===== src/rtl/adcc_pkg.sv =====
// Package of register map, field positions and timing constants for the converter control
package adcc_pkg;
  // Register byte offsets
  localparam logic [7:0] OFS_CTRL0 = 8'h00;
  localparam logic [7:0] OFS_CTRL1 = 8'h04;
  localparam logic [7:0] OFS_PINEN = 8'h08;
  localparam logic [7:0] OFS_PORTDIR = 8'h0c;
  localparam logic [7:0] OFS_PULLUP = 8'h10;
  localparam logic [7:0] OFS_RESULT = 8'h14;
  localparam logic [7:0] OFS_INTCTL = 8'h18;
  // Control register 0 fields
  localparam int C0_CHLO = 0;
  localparam int C0_POWER_OFF = 5;
  localparam int C0_PENDING = 6;
  localparam int C0_START = 7;
  // Control register 1 fields
  localparam int C1_DIV = 0;
  localparam int C1_REF = 3;
  localparam int C1_CHHI = 4;
  // Interrupt control fields
  localparam int IC_GLOBAL = 0;
  localparam int IC_CONV = 1;
  localparam int IC_REQ = 2;
  // Reset values
  localparam logic [7:0] CTRL0_RST = 8'h60;
  localparam logic [7:0] CTRL1_RST = 8'h00;
  localparam logic [11:0] PINEN_RST = 12'hfff;
  // Conversion geometry
  localparam int PIN_COUNT = 12;
  localparam int RES_BITS = 12;
  localparam int CONV_PERIODS = 16;
  localparam int CODE_COUNT = 4096;
  localparam logic [11:0] FULL_SCALE = 12'hfff;
  localparam logic [2:0] DIV_UNDEF = 3'h7;
  localparam logic [1:0] RESP_OKAY = 2'h0;
  localparam logic [1:0] RESP_SLVERR = 2'h2;
  // Clock
  localparam int CLK_PERIOD_NS = 8;
  // Analog side request to the conversion core
  typedef struct packed {
    logic power_on;
    logic core_reset;
    logic sample;
    logic ext_ref;
    logic [4:0] channel;
  } adcc_core_t;
endpackage


===== src/rtl/adcc_result_mem.sv =====
// Result holding store with registered read data
`timescale 1ns/100ps
module adcc_result_mem #(
  parameter int WIDTH = 12
) (
  // Clock and reset
  input wire logic ref_clk,
  input wire logic reset,
  // Write side
  input wire logic wr_en,
  input wire logic [WIDTH-1:0] wr_data,
  // Read side
  output logic [WIDTH-1:0] rd_data
);
  logic [WIDTH-1:0] store_q;
  logic [WIDTH-1:0] store_d;
  logic [WIDTH-1:0] rd_q;

  always_comb begin
    store_d = store_q;
    if (wr_en) begin
      store_d = wr_data;
    end
  end

  always_ff @(posedge ref_clk) begin
    if (reset) begin
      store_q <= '0;
      rd_q <= '0;
    end else begin
      store_q <= store_d;
      rd_q <= store_d;
    end
  end

  assign rd_data = rd_q;
endmodule


===== src/rtl/adcc_top.sv =====
// Converter control block with AXI4-Lite register slave
// Notes on behaviour
// (RQ1) Analog enable bit routes pin to converter, kills other functions, runtime changeable.
// (RQ2) Pull-high on a pin is dropped while it is an analog input.
// (RQ3) Analog enable overrides port direction; no need to set input first.
// (RQ4) Reference select bit picks external reference pin or main supply.
// (RQ5) Software programs three-bit divider field before converting.
// (RQ6) Software clears power-off bit before starting a conversion.
// (RQ7) Five-bit channel field split over both control registers picks channel.
// (RQ8) Interrupt delivered only with global and converter enables both high.
// (RQ9) Start bit low-high-low begins a conversion.
// (RQ10) Software keeps start bit at zero before the start sequence.
// (RQ11) Pending flag falls at completion; result then readable in two bytes.
// (RQ12) Completion also signalled by converter interrupt when enabled.
// (RQ13) Conversion lasts sixteen selected converter clock periods.
// (RQ14) Conversion runs autonomously; bus stays free meanwhile.
// (RQ15) Power-off bit switches converter circuitry off entirely.
// (RQ16) Result is 12-bit unsigned, all-ones at full scale.
// (RQ17) One step equals reference divided by 4096 codes.
// (RQ18) Start held high keeps converter in reset, pending flag high.
// (RQ19) End of conversion clears pending flag and sets interrupt request.
// (RQ20) Divider codes 0..6 give clock over 1..64; code 7 undefined.
// (RQ21) Software clears interrupt request before enabling it again.
`timescale 1ns/100ps
module adcc_top (
  // Clock and reset
  input wire logic ref_clk,
  input wire logic reset,
  // AXI4-Lite write address and data
  input wire logic [7:0] s_axi_awaddr,
  input wire logic s_axi_awvalid,
  output logic s_axi_awready,
  input wire logic [31:0] s_axi_wdata,
  input wire logic [3:0] s_axi_wstrb,
  input wire logic s_axi_wvalid,
  output logic s_axi_wready,
  // AXI4-Lite write response
  output logic [1:0] s_axi_bresp,
  output logic s_axi_bvalid,
  input wire logic s_axi_bready,
  // AXI4-Lite read
  input wire logic [7:0] s_axi_araddr,
  input wire logic s_axi_arvalid,
  output logic s_axi_arready,
  output logic [31:0] s_axi_rdata,
  output logic [1:0] s_axi_rresp,
  output logic s_axi_rvalid,
  input wire logic s_axi_rready,
  // Shared pin control
  output logic [adcc_pkg::PIN_COUNT-1:0] pin_analog_sel,
  output logic [adcc_pkg::PIN_COUNT-1:0] pin_pullup_en,
  output logic [adcc_pkg::PIN_COUNT-1:0] pin_output_en,
  // Conversion core
  output adcc_pkg::adcc_core_t core_ctrl,
  input wire logic [adcc_pkg::RES_BITS-1:0] core_code,
  // Interrupt to processor
  output logic conv_irq
);
  localparam int RB = adcc_pkg::RES_BITS;
  localparam int NP = adcc_pkg::PIN_COUNT;

  typedef enum logic [1:0] {ST_IDLE, ST_HOLD, ST_CONV} adcc_state_t;

  // Divide ratio as a terminal count; code 7 is treated as code 6
  function automatic logic [5:0] div_limit(input logic [2:0] code);
    logic [2:0] c;
    c = (code == adcc_pkg::DIV_UNDEF) ? 3'h6 : code;
    div_limit = 6'((7'h01 << c) - 7'h01);
  endfunction

  function automatic logic [31:0] merge(input logic [31:0] old, input logic [31:0] nw,
                                         input logic [3:0] be);
    logic [31:0] r;
    r = old;
    for (int i = 0; i < 4; i++) begin
      if (be[i]) r[i*8 +: 8] = nw[i*8 +: 8];
    end
    merge = r;
  endfunction

  // Register state
  logic [7:0] ctrl0_q, ctrl0_d;
  logic [7:0] ctrl1_q, ctrl1_d;
  logic [NP-1:0] pinen_q, pinen_d;
  logic [NP-1:0] portdir_q, portdir_d;
  logic [NP-1:0] pullup_q, pullup_d;
  logic [1:0] ien_q, ien_d;
  logic req_q, req_d;
  // Bus state
  logic aw_got_q, aw_got_d, w_got_q, w_got_d, bvalid_q, bvalid_d, rvalid_q, rvalid_d;
  logic [7:0] awaddr_q, awaddr_d;
  logic [31:0] wdata_q, wdata_d, rdata_q, rdata_d;
  logic [3:0] wstrb_q, wstrb_d;
  logic [1:0] bresp_q, bresp_d, rresp_q, rresp_d;
  // Conversion state
  adcc_state_t st_q, st_d;
  logic [5:0] div_q, div_d;
  logic [4:0] per_q, per_d;
  logic pending_q, pending_d;
  logic [4:0] fast_cnt_q, fast_cnt_d;
  logic done;
  logic [RB-1:0] result;

  logic do_write;
  logic start_bit;
  logic tick;
  logic [31:0] wr_word;

  assign s_axi_awready = !aw_got_q && !bvalid_q;
  assign s_axi_wready = !w_got_q && !bvalid_q;
  assign s_axi_arready = !rvalid_q; // RQ14
  assign do_write = aw_got_q && w_got_q && !bvalid_q;
  assign start_bit = ctrl0_q[adcc_pkg::C0_START];
  assign tick = (div_q == div_limit(ctrl1_q[adcc_pkg::C1_DIV +: 3])); // RQ20

  always_comb begin
    aw_got_d = aw_got_q;
    w_got_d = w_got_q;
    awaddr_d = awaddr_q;
    wdata_d = wdata_q;
    wstrb_d = wstrb_q;
    bvalid_d = bvalid_q;
    bresp_d = bresp_q;
    rvalid_d = rvalid_q;
    rdata_d = rdata_q;
    rresp_d = rresp_q;
    ctrl0_d = ctrl0_q;
    ctrl1_d = ctrl1_q;
    pinen_d = pinen_q;
    portdir_d = portdir_q;
    pullup_d = pullup_q;
    ien_d = ien_q;
    req_d = req_q;
    wr_word = 32'h0;
    if (s_axi_awvalid && s_axi_awready) begin
      aw_got_d = 1'b1;
      awaddr_d = s_axi_awaddr;
    end
    if (s_axi_wvalid && s_axi_wready) begin
      w_got_d = 1'b1;
      wdata_d = s_axi_wdata;
      wstrb_d = s_axi_wstrb;
    end
    if (do_write) begin
      aw_got_d = 1'b0;
      w_got_d = 1'b0;
      bvalid_d = 1'b1;
      bresp_d = adcc_pkg::RESP_OKAY;
      case (awaddr_q)
        adcc_pkg::OFS_CTRL0: ctrl0_d = 8'(merge({24'h0, ctrl0_q}, wdata_q, wstrb_q));
        adcc_pkg::OFS_CTRL1: ctrl1_d = 8'(merge({24'h0, ctrl1_q}, wdata_q, wstrb_q));
        adcc_pkg::OFS_PINEN: pinen_d = NP'(merge({20'h0, pinen_q}, wdata_q, wstrb_q)); // RQ1
        adcc_pkg::OFS_PORTDIR: portdir_d = NP'(merge({20'h0, portdir_q}, wdata_q, wstrb_q));
        adcc_pkg::OFS_PULLUP: pullup_d = NP'(merge({20'h0, pullup_q}, wdata_q, wstrb_q));
        adcc_pkg::OFS_INTCTL: begin
          wr_word = merge({29'h0, req_q, ien_q}, wdata_q, wstrb_q);
          ien_d = wr_word[1:0];
          req_d = wr_word[adcc_pkg::IC_REQ];
        end
        adcc_pkg::OFS_RESULT: bresp_d = adcc_pkg::RESP_OKAY;
        default: bresp_d = adcc_pkg::RESP_SLVERR;
      endcase
    end
    // Hardware set wins over a software clear in the same cycle
    if (done) req_d = 1'b1; // RQ19
    if (bvalid_q && s_axi_bready) bvalid_d = 1'b0;
    if (rvalid_q && s_axi_rready) rvalid_d = 1'b0;
    if (s_axi_arvalid && s_axi_arready) begin
      rvalid_d = 1'b1;
      rresp_d = adcc_pkg::RESP_OKAY;
      case (s_axi_araddr)
        adcc_pkg::OFS_CTRL0: rdata_d = {24'h0, start_bit, pending_q, ctrl0_q[5:0]};
        adcc_pkg::OFS_CTRL1: rdata_d = {24'h0, ctrl1_q};
        adcc_pkg::OFS_PINEN: rdata_d = {20'h0, pinen_q};
        adcc_pkg::OFS_PORTDIR: rdata_d = {20'h0, portdir_q};
        adcc_pkg::OFS_PULLUP: rdata_d = {20'h0, pullup_q};
        adcc_pkg::OFS_RESULT: rdata_d = {20'h0, result}; // RQ11
        adcc_pkg::OFS_INTCTL: rdata_d = {29'h0, req_q, ien_q};
        default: begin
          rdata_d = 32'h0;
          rresp_d = adcc_pkg::RESP_SLVERR;
        end
      endcase
    end
  end

  // Conversion sequencer runs beside the bus, never stalling it
  always_comb begin
    st_d = st_q;
    div_d = tick ? 6'h00 : 6'(div_q + 6'h01);
    per_d = per_q;
    pending_d = pending_q;
    done = 1'b0;
    // Converting cycles at the undivided clock; all ones once another divide is seen
    fast_cnt_d = (st_q != ST_CONV) ? 5'h00 : (ctrl1_q[2:0] != 3'h0) ? 5'h1f
        : 5'(fast_cnt_q + {4'h0, fast_cnt_q != 5'h1f});
    case (st_q)
      ST_IDLE: begin
        if (start_bit) begin
          st_d = ST_HOLD;
          pending_d = 1'b1;
        end
      end
      ST_HOLD: begin
        pending_d = 1'b1; // RQ18
        div_d = 6'h00;
        per_d = 5'h00;
        if (!start_bit) begin
          st_d = ST_CONV; // RQ9
        end
      end
      ST_CONV: begin
        if (start_bit) begin
          st_d = ST_HOLD;
        end else if (ctrl0_q[adcc_pkg::C0_POWER_OFF]) begin
          st_d = ST_IDLE;
        end else if (tick) begin
          per_d = 5'(per_q + 5'h01);
          if (per_q == 5'(adcc_pkg::CONV_PERIODS - 1)) begin
            st_d = ST_IDLE; // RQ13
            pending_d = 1'b0; // RQ11
            done = 1'b1; // RQ19
          end
        end
      end
      default: begin
        st_d = ST_IDLE;
      end
    endcase
  end

  always_ff @(posedge ref_clk) begin
    if (reset) begin
      aw_got_q <= 1'b0;
      w_got_q <= 1'b0;
      awaddr_q <= 8'h00;
      wdata_q <= 32'h0;
      wstrb_q <= 4'h0;
      bvalid_q <= 1'b0;
      bresp_q <= 2'h0;
      rvalid_q <= 1'b0;
      rdata_q <= 32'h0;
      rresp_q <= 2'h0;
      ctrl0_q <= adcc_pkg::CTRL0_RST;
      ctrl1_q <= adcc_pkg::CTRL1_RST;
      pinen_q <= adcc_pkg::PINEN_RST;
      portdir_q <= '1;
      pullup_q <= '0;
      ien_q <= 2'h0;
      req_q <= 1'b0;
      st_q <= ST_IDLE;
      div_q <= 6'h00;
      per_q <= 5'h00;
      pending_q <= 1'b1;
      fast_cnt_q <= 5'h00;
    end else begin
      aw_got_q <= aw_got_d;
      w_got_q <= w_got_d;
      awaddr_q <= awaddr_d;
      wdata_q <= wdata_d;
      wstrb_q <= wstrb_d;
      bvalid_q <= bvalid_d;
      bresp_q <= bresp_d;
      rvalid_q <= rvalid_d;
      rdata_q <= rdata_d;
      rresp_q <= rresp_d;
      ctrl0_q <= ctrl0_d;
      ctrl1_q <= ctrl1_d;
      pinen_q <= pinen_d;
      portdir_q <= portdir_d;
      pullup_q <= pullup_d;
      ien_q <= ien_d;
      req_q <= req_d;
      st_q <= st_d;
      div_q <= div_d;
      per_q <= per_d;
      pending_q <= pending_d;
      fast_cnt_q <= fast_cnt_d;
    end
  end

  // Result sampled only at completion, so a read mid-conversion sees the last code
  adcc_result_mem #(.WIDTH(RB)) u_result (
    .ref_clk(ref_clk),
    .reset(reset),
    .wr_en(done),
    .wr_data(core_code), // RQ16 RQ17
    .rd_data(result)
  );

  assign s_axi_bvalid = bvalid_q;
  assign s_axi_bresp = bresp_q;
  assign s_axi_rvalid = rvalid_q;
  assign s_axi_rdata = rdata_q;
  assign s_axi_rresp = rresp_q;
  assign pin_analog_sel = pinen_q; // RQ1
  assign pin_pullup_en = pullup_q & ~pinen_q; // RQ2
  // Direction register holds 1 for input
  assign pin_output_en = ~portdir_q & ~pinen_q; // RQ3
  assign core_ctrl.power_on = !ctrl0_q[adcc_pkg::C0_POWER_OFF]; // RQ15
  assign core_ctrl.core_reset = (st_q == ST_HOLD); // RQ18
  assign core_ctrl.sample = (st_q == ST_CONV);
  assign core_ctrl.ext_ref = ctrl1_q[adcc_pkg::C1_REF]; // RQ4
  assign core_ctrl.channel = {ctrl1_q[adcc_pkg::C1_CHHI], ctrl0_q[adcc_pkg::C0_CHLO +: 4]}; // RQ7
  assign conv_irq = req_q && ien_q[adcc_pkg::IC_GLOBAL] && ien_q[adcc_pkg::IC_CONV]; // RQ8 RQ12

  pin_isolate_a: assert property (@(posedge ref_clk) disable iff (reset) // RQ2
    (pin_pullup_en & pinen_q) == '0 && (pin_output_en & pinen_q) == '0)
    else $error("Analog pin still has pull-up or output drive");
  hold_pending_a: assert property (@(posedge ref_clk) disable iff (reset) // RQ18
    st_q == ST_HOLD |-> pending_q && core_ctrl.core_reset)
    else $error("Held start did not keep converter in reset");
  start_seq_a: assert property (@(posedge ref_clk) disable iff (reset) // RQ9
    st_q == ST_HOLD && !start_bit |=> st_q == ST_CONV)
    else $error("Falling start bit did not begin conversion");
  done_flag_a: assert property (@(posedge ref_clk) disable iff (reset) // RQ19
    done |=> !pending_q && req_q)
    else $error("Completion did not clear pending and set request");
  irq_gate_a: assert property (@(posedge ref_clk) disable iff (reset) // RQ8
    conv_irq |-> ien_q == 2'h3 && req_q)
    else $error("Interrupt raised without both enables");
  fast_len_a: assert property (@(posedge ref_clk) disable iff (reset) // RQ13
    st_q == ST_CONV && fast_cnt_q == 5'h0f && ctrl1_q[2:0] == 3'h0
    && !start_bit && !ctrl0_q[5] |-> done)
    else $error("Undivided conversion did not take sixteen cycles");
  div_tick_a: assert property (@(posedge ref_clk) disable iff (reset) // RQ20
    tick && st_q == ST_CONV && $stable(ctrl1_q) |-> div_q == div_limit(ctrl1_q[2:0]))
    else $error("Divider tick at wrong count");
  power_off_a: assert property (@(posedge ref_clk) disable iff (reset) // RQ15
    ctrl0_q[adcc_pkg::C0_POWER_OFF] |-> !core_ctrl.power_on)
    else $error("Converter powered while off bit set");
  bus_free_a: assert property (@(posedge ref_clk) disable iff (reset) // RQ14
    st_q == ST_CONV && s_axi_arvalid && !rvalid_q |-> s_axi_arready)
    else $error("Bus stalled by conversion");
  chan_map_a: assert property (@(posedge ref_clk) disable iff (reset) // RQ4 RQ7
    core_ctrl.channel[4] == ctrl1_q[4] && core_ctrl.ext_ref == ctrl1_q[3])
    else $error("Channel or reference routing wrong");
endmodule


===== config.mk =====
export PLATFORM = sky130hd
export DESIGN_NAME = adcc_top
export DESIGN_NICKNAME = d
export VERILOG_FILES = /design/src/rtl/adcc_pkg.sv /design/src/rtl/adcc_result_mem.sv /design/src/rtl/adcc_top.sv
export SDC_FILE = /design/constraint.sdc
export NUM_CORES = 1
export LEC_CHECK = 0
export BUFFER_PORTS_ARGS = -buffer_cell sky130_fd_sc_hd__buf_4
export CAP_MARGIN = 40
export CORE_AREA = 4 4 105 107
export DETAILED_ROUTE_END_ITERATION = 8
export DIE_AREA = 0 0 109 111
export GPL_TIMING_DRIVEN = 0
export PLACE_DENSITY = 0.9
export SETUP_SLACK_MARGIN = 0.05
export SYNTH_ARGS = -nofsm -noshare
export SYNTH_HDL_FRONTEND = slang
export SYNTH_SLANG_ARGS = --single-unit
export TNS_END_PERCENT = 30

===== constraint.sdc =====
create_clock -name ref_clk -period 3.6 [get_ports ref_clk]
set_clock_uncertainty 0.2 [all_clocks]
set_input_delay 0.18 -clock ref_clk [delete_from_list [all_inputs] [get_ports ref_clk]]
set_output_delay 0.18 -clock ref_clk [all_outputs]
set_load 0.01 [all_outputs]

==> qor.log <==
[run_status] outcome finished clean
[route] detailed-route wire length 17700 µm
[power_and_ir_drop] IR drop worst, VDD 356 µV
[cts] cts bufs inserted 17
[floorplan] starting density of the core 0.545
[place] cell total after placement 919
[global_route] total overflow reported by the global router 0
[cts] CTS H-tree depth 4
[floorplan] area of the core region 10100 µm²
[global_route] number of antenna violations at the first check in global routing 0
[timing] Worst-Margin Slew 699 ps
[layout] filler instances 662
[global_route] maximum number of pins on one net before global-route repair 17
[layout] layout net count 933
[setup_path] setup slack of the most critical reg-to-reg path 900 ps
[layout] storage element area 2400 µm²
[setup_path] critical path capture point type flip-flop
[route] first drt pass iteration count 7
[timing] final number of max-transition violations 0
[run] max-cap viol count 0
[route] final routed DRC violation total 0
[cts] clock transition at the registers of the reported paths 60 ps
[place] pre-CTS setup slack 998 ps
[logic_synthesis] Syn. warnings 0
[route] 1st-iter DRT viols 444
[layout] antenna cell count 0
[layout] area grow syn2layout 40.3%
[power_and_ir_drop] Pwr Density 427 nW/µm²
[logic_synthesis] register bit total from synthesis 120
[logic_synthesis] number of enable-type register cells in the synthesized netlist 0
[logic_synthesis] FFs w/ async S/R, synth 0
[timing] Min Clock Period, post-route 2700 ps
[layout] final cell count without fillers 1008
[logic_synthesis] sequential area share after synthesis 0.435
[cts] Clock Tree Buf Depth 2
[logic_synthesis] average size of a mapped cell 8.50 µm²
[global_route] Overall Global Routing Usage 0.291
[logic_synthesis] cell count after synthesis 650
[power_and_ir_drop] Leak Pwr 0.00339 µW
[setup_path] critical path startpoint category flip-flop
[floorplan] die outline width 109 µm
[floorplan] die footprint 12100 µm²
[route] DR vias/cell 5.69
[layout] area of the multi-input gates 2750 µm²
[route] wire per inst 17.5 µm
[timing] final-layout setup total negative slack 0 ps
[global_route] wire length of the first global-routing pass 28000 µm
[setup_path] critical path start-end classification reg2reg
[layout] most used cells in the layout excluding fill and tap cells 141 x buf_4, 120 x dfxtp_1, 86 x nand2_1
[route] post-detailed-route count of antenna-violating nets 0
[cts] number of gates resized after cts 0
[logic_synthesis] main flop type after synthesis dfxtp_1
[cts] Clk Latency, worst-skew pair 520 ps
[timing] relative slew slack 0.533
[timing] top achievable clock speed 371 MHz
[timing] setup repair after global routing missed its margin false
[setup_path] required time at the worst-slack endpoint 3760 ps
[timing] Final Worst Setup Slack 904 ps
[worst_hold_path] Min-Delay Path Class in2reg
[place] placed wire-length estimate 12000 µm
[logic_synthesis] Netlist cell types 55
[floorplan] height of the chip 111 µm
[floorplan] total number of placement rows 37
[floorplan] IO Pins 158
[timing] endpoints failing setup 0
[layout] share of layout cells above drive strength 1 0.228
[cts] TritonCTS sink count 120
[route] number of vias in the routed layout 5732
[logic_synthesis] Netlist Area Pre-Place 5520 µm²
[cts] Root Buffer clkbuf_8
[place] Port Buffer Count 112
[cts] TritonCTS clock tree yes
[layout] most frequent standard cell in the layout excluding fill and tap cells buf_4
[global_route] via count of the first global-routing pass 5765
[timing] final count of hold timing violations 0
[timing] part of the cycle the worst path needs 0.749
[setup_path] signal arrival time at the worst endpoint 2860 ps
[setup_path] CP Max Fanout 10
[place] RePlAce Congestion 0.873
[critical path, cell delays in order (launching register included)]
cell and delay [ps]:
dfxtp_1 310, or4_4 570, nor4_4 520, nand3_1 380, clkbuf_1 330, nand2_1 130, o211ai_1 90
[path summary, 6_finish.rpt]
check | cells past startpoint | to | start
worst min register to register | 2 | s_axi_rdata[0]$_SDFFE_PP0P_ | s_axi_rdata[0]$_SDFFE_PP0P_
worst max-delay path | 6 | portdir_q[6]$_SDFFE_PP1P_ | awaddr_q[0]$_SDFFE_PP0P_
worst min-delay path | 5 | s_axi_rresp[1]$_SDFFE_PP0P_ | s_axi_araddr[6]
worst max register to register | 6 | portdir_q[6]$_SDFFE_PP1P_ | awaddr_q[0]$_SDFFE_PP0P_
[what timing repair did]
action                                 in CTS  in global routing
hold buffers                               57                  0
buffers inserted                            0                  0
endpoints found under the hold margin      45                  0
[sequential cells by signal (all words and copies together) (netlist names), 2 cells and up]
signal / count
pin_analog_sel: 12
portdir_q: 12
pullup_q: 12
s_axi_rdata: 12
u_result.rd_data: 12
wdata_q: 12
awaddr_q: 8
ctrl1_q: 8
ctrl0_q: 7
div_q: 6
per_q: 5
ien_q: 2
st_q: 2
wstrb_q: 2
[layout make-up]
type / count / area share
Multi-Input combinational cell: 467 / 0.355
Sequential cell: 120 / 0.310
Timing Repair Buffer: 169 / 0.182
Clock buffer: 18 / 0.0539
Buffer: 66 / 0.0491
Tap cell: 136 / 0.0219
Clock inverter: 14 / 0.0194
Inverter: 18 / 0.00872
[power by group]
group / total (µW) / switching, µW / leakage, µW / internal [µW]
registers: 1380 / 25.8 / 0.000972 / 1350
logic: 312 / 163 / 0.00214 / 150
clock network: 1620 / 632 / 0.000272 / 988
[cells in the mapped netlist, types with 3 or more instances]
master    instances  area share
o211ai_2          8       0.018
inv_1            17       0.012
nand2b_1          5      0.0057
ha_1              3      0.0068
and3_1            4      0.0045
o21ai_0          27       0.024
nor2b_1          19       0.022
nor4_4            3       0.012
nand4_1           4      0.0045
nand3b_1          3      0.0041
nand3_1          24       0.022
a211oi_1          5      0.0068
mux2i_1          36       0.065
o211ai_1         10       0.014
a22o_1            6      0.0095
a22oi_1           8       0.011
nor3_1           14       0.013
nor3b_1           3      0.0041
buf_1             9      0.0061
dfxtp_1         120        0.43
a221oi_1          8       0.013
mux2_2            5       0.010
a21oi_1          64       0.058
nor2_1           66       0.045
nand2_1          86       0.058
buf_4            29       0.039
clkbuf_1         26       0.018
[through the flow]
stage | cell area, µm² | hold WS (ps) | power, µW | util
after floorplan | 5600 | 79.0 | 1550 | -
after global routing | 7750 | 59.9 | 3400 | 0.765
after detailed placement | 6610 | 171 | 1650 | 0.652
after global placement | 6610 | 167 | 1640 | 0.652
after CTS | 7750 | 6.59 | 3300 | 0.765
final | 7750 | 3.86 | 3310 | 0.765
[cell families (layout without fill, tap and decap cells)]
kind of cell               count (synthesis)  count (layout)  synth area share
and+or+nand+nor                          246             246             0.214
AOI/OAI and AO/OA                        149             149             0.172
DFF                                      120             120             0.435
buffers and inverters                     84             285            0.0811
muxes                                     43              43            0.0836
xor gates and xnor gates                   4               4           0.00634
adders and majority gates                  3               3           0.00680
other                                      1              22          0.000679
[layer usage]
layer  part of all wire  GRT usage  vias up
met5                  0          0        -
met4              0.030      0.114        0
met3              0.079     0.0705       57
met2               0.52      0.519      309
met1               0.38      0.327     2727
li1                   -          -     2639
Note: power is estimated with default switching activity, not from simulation.
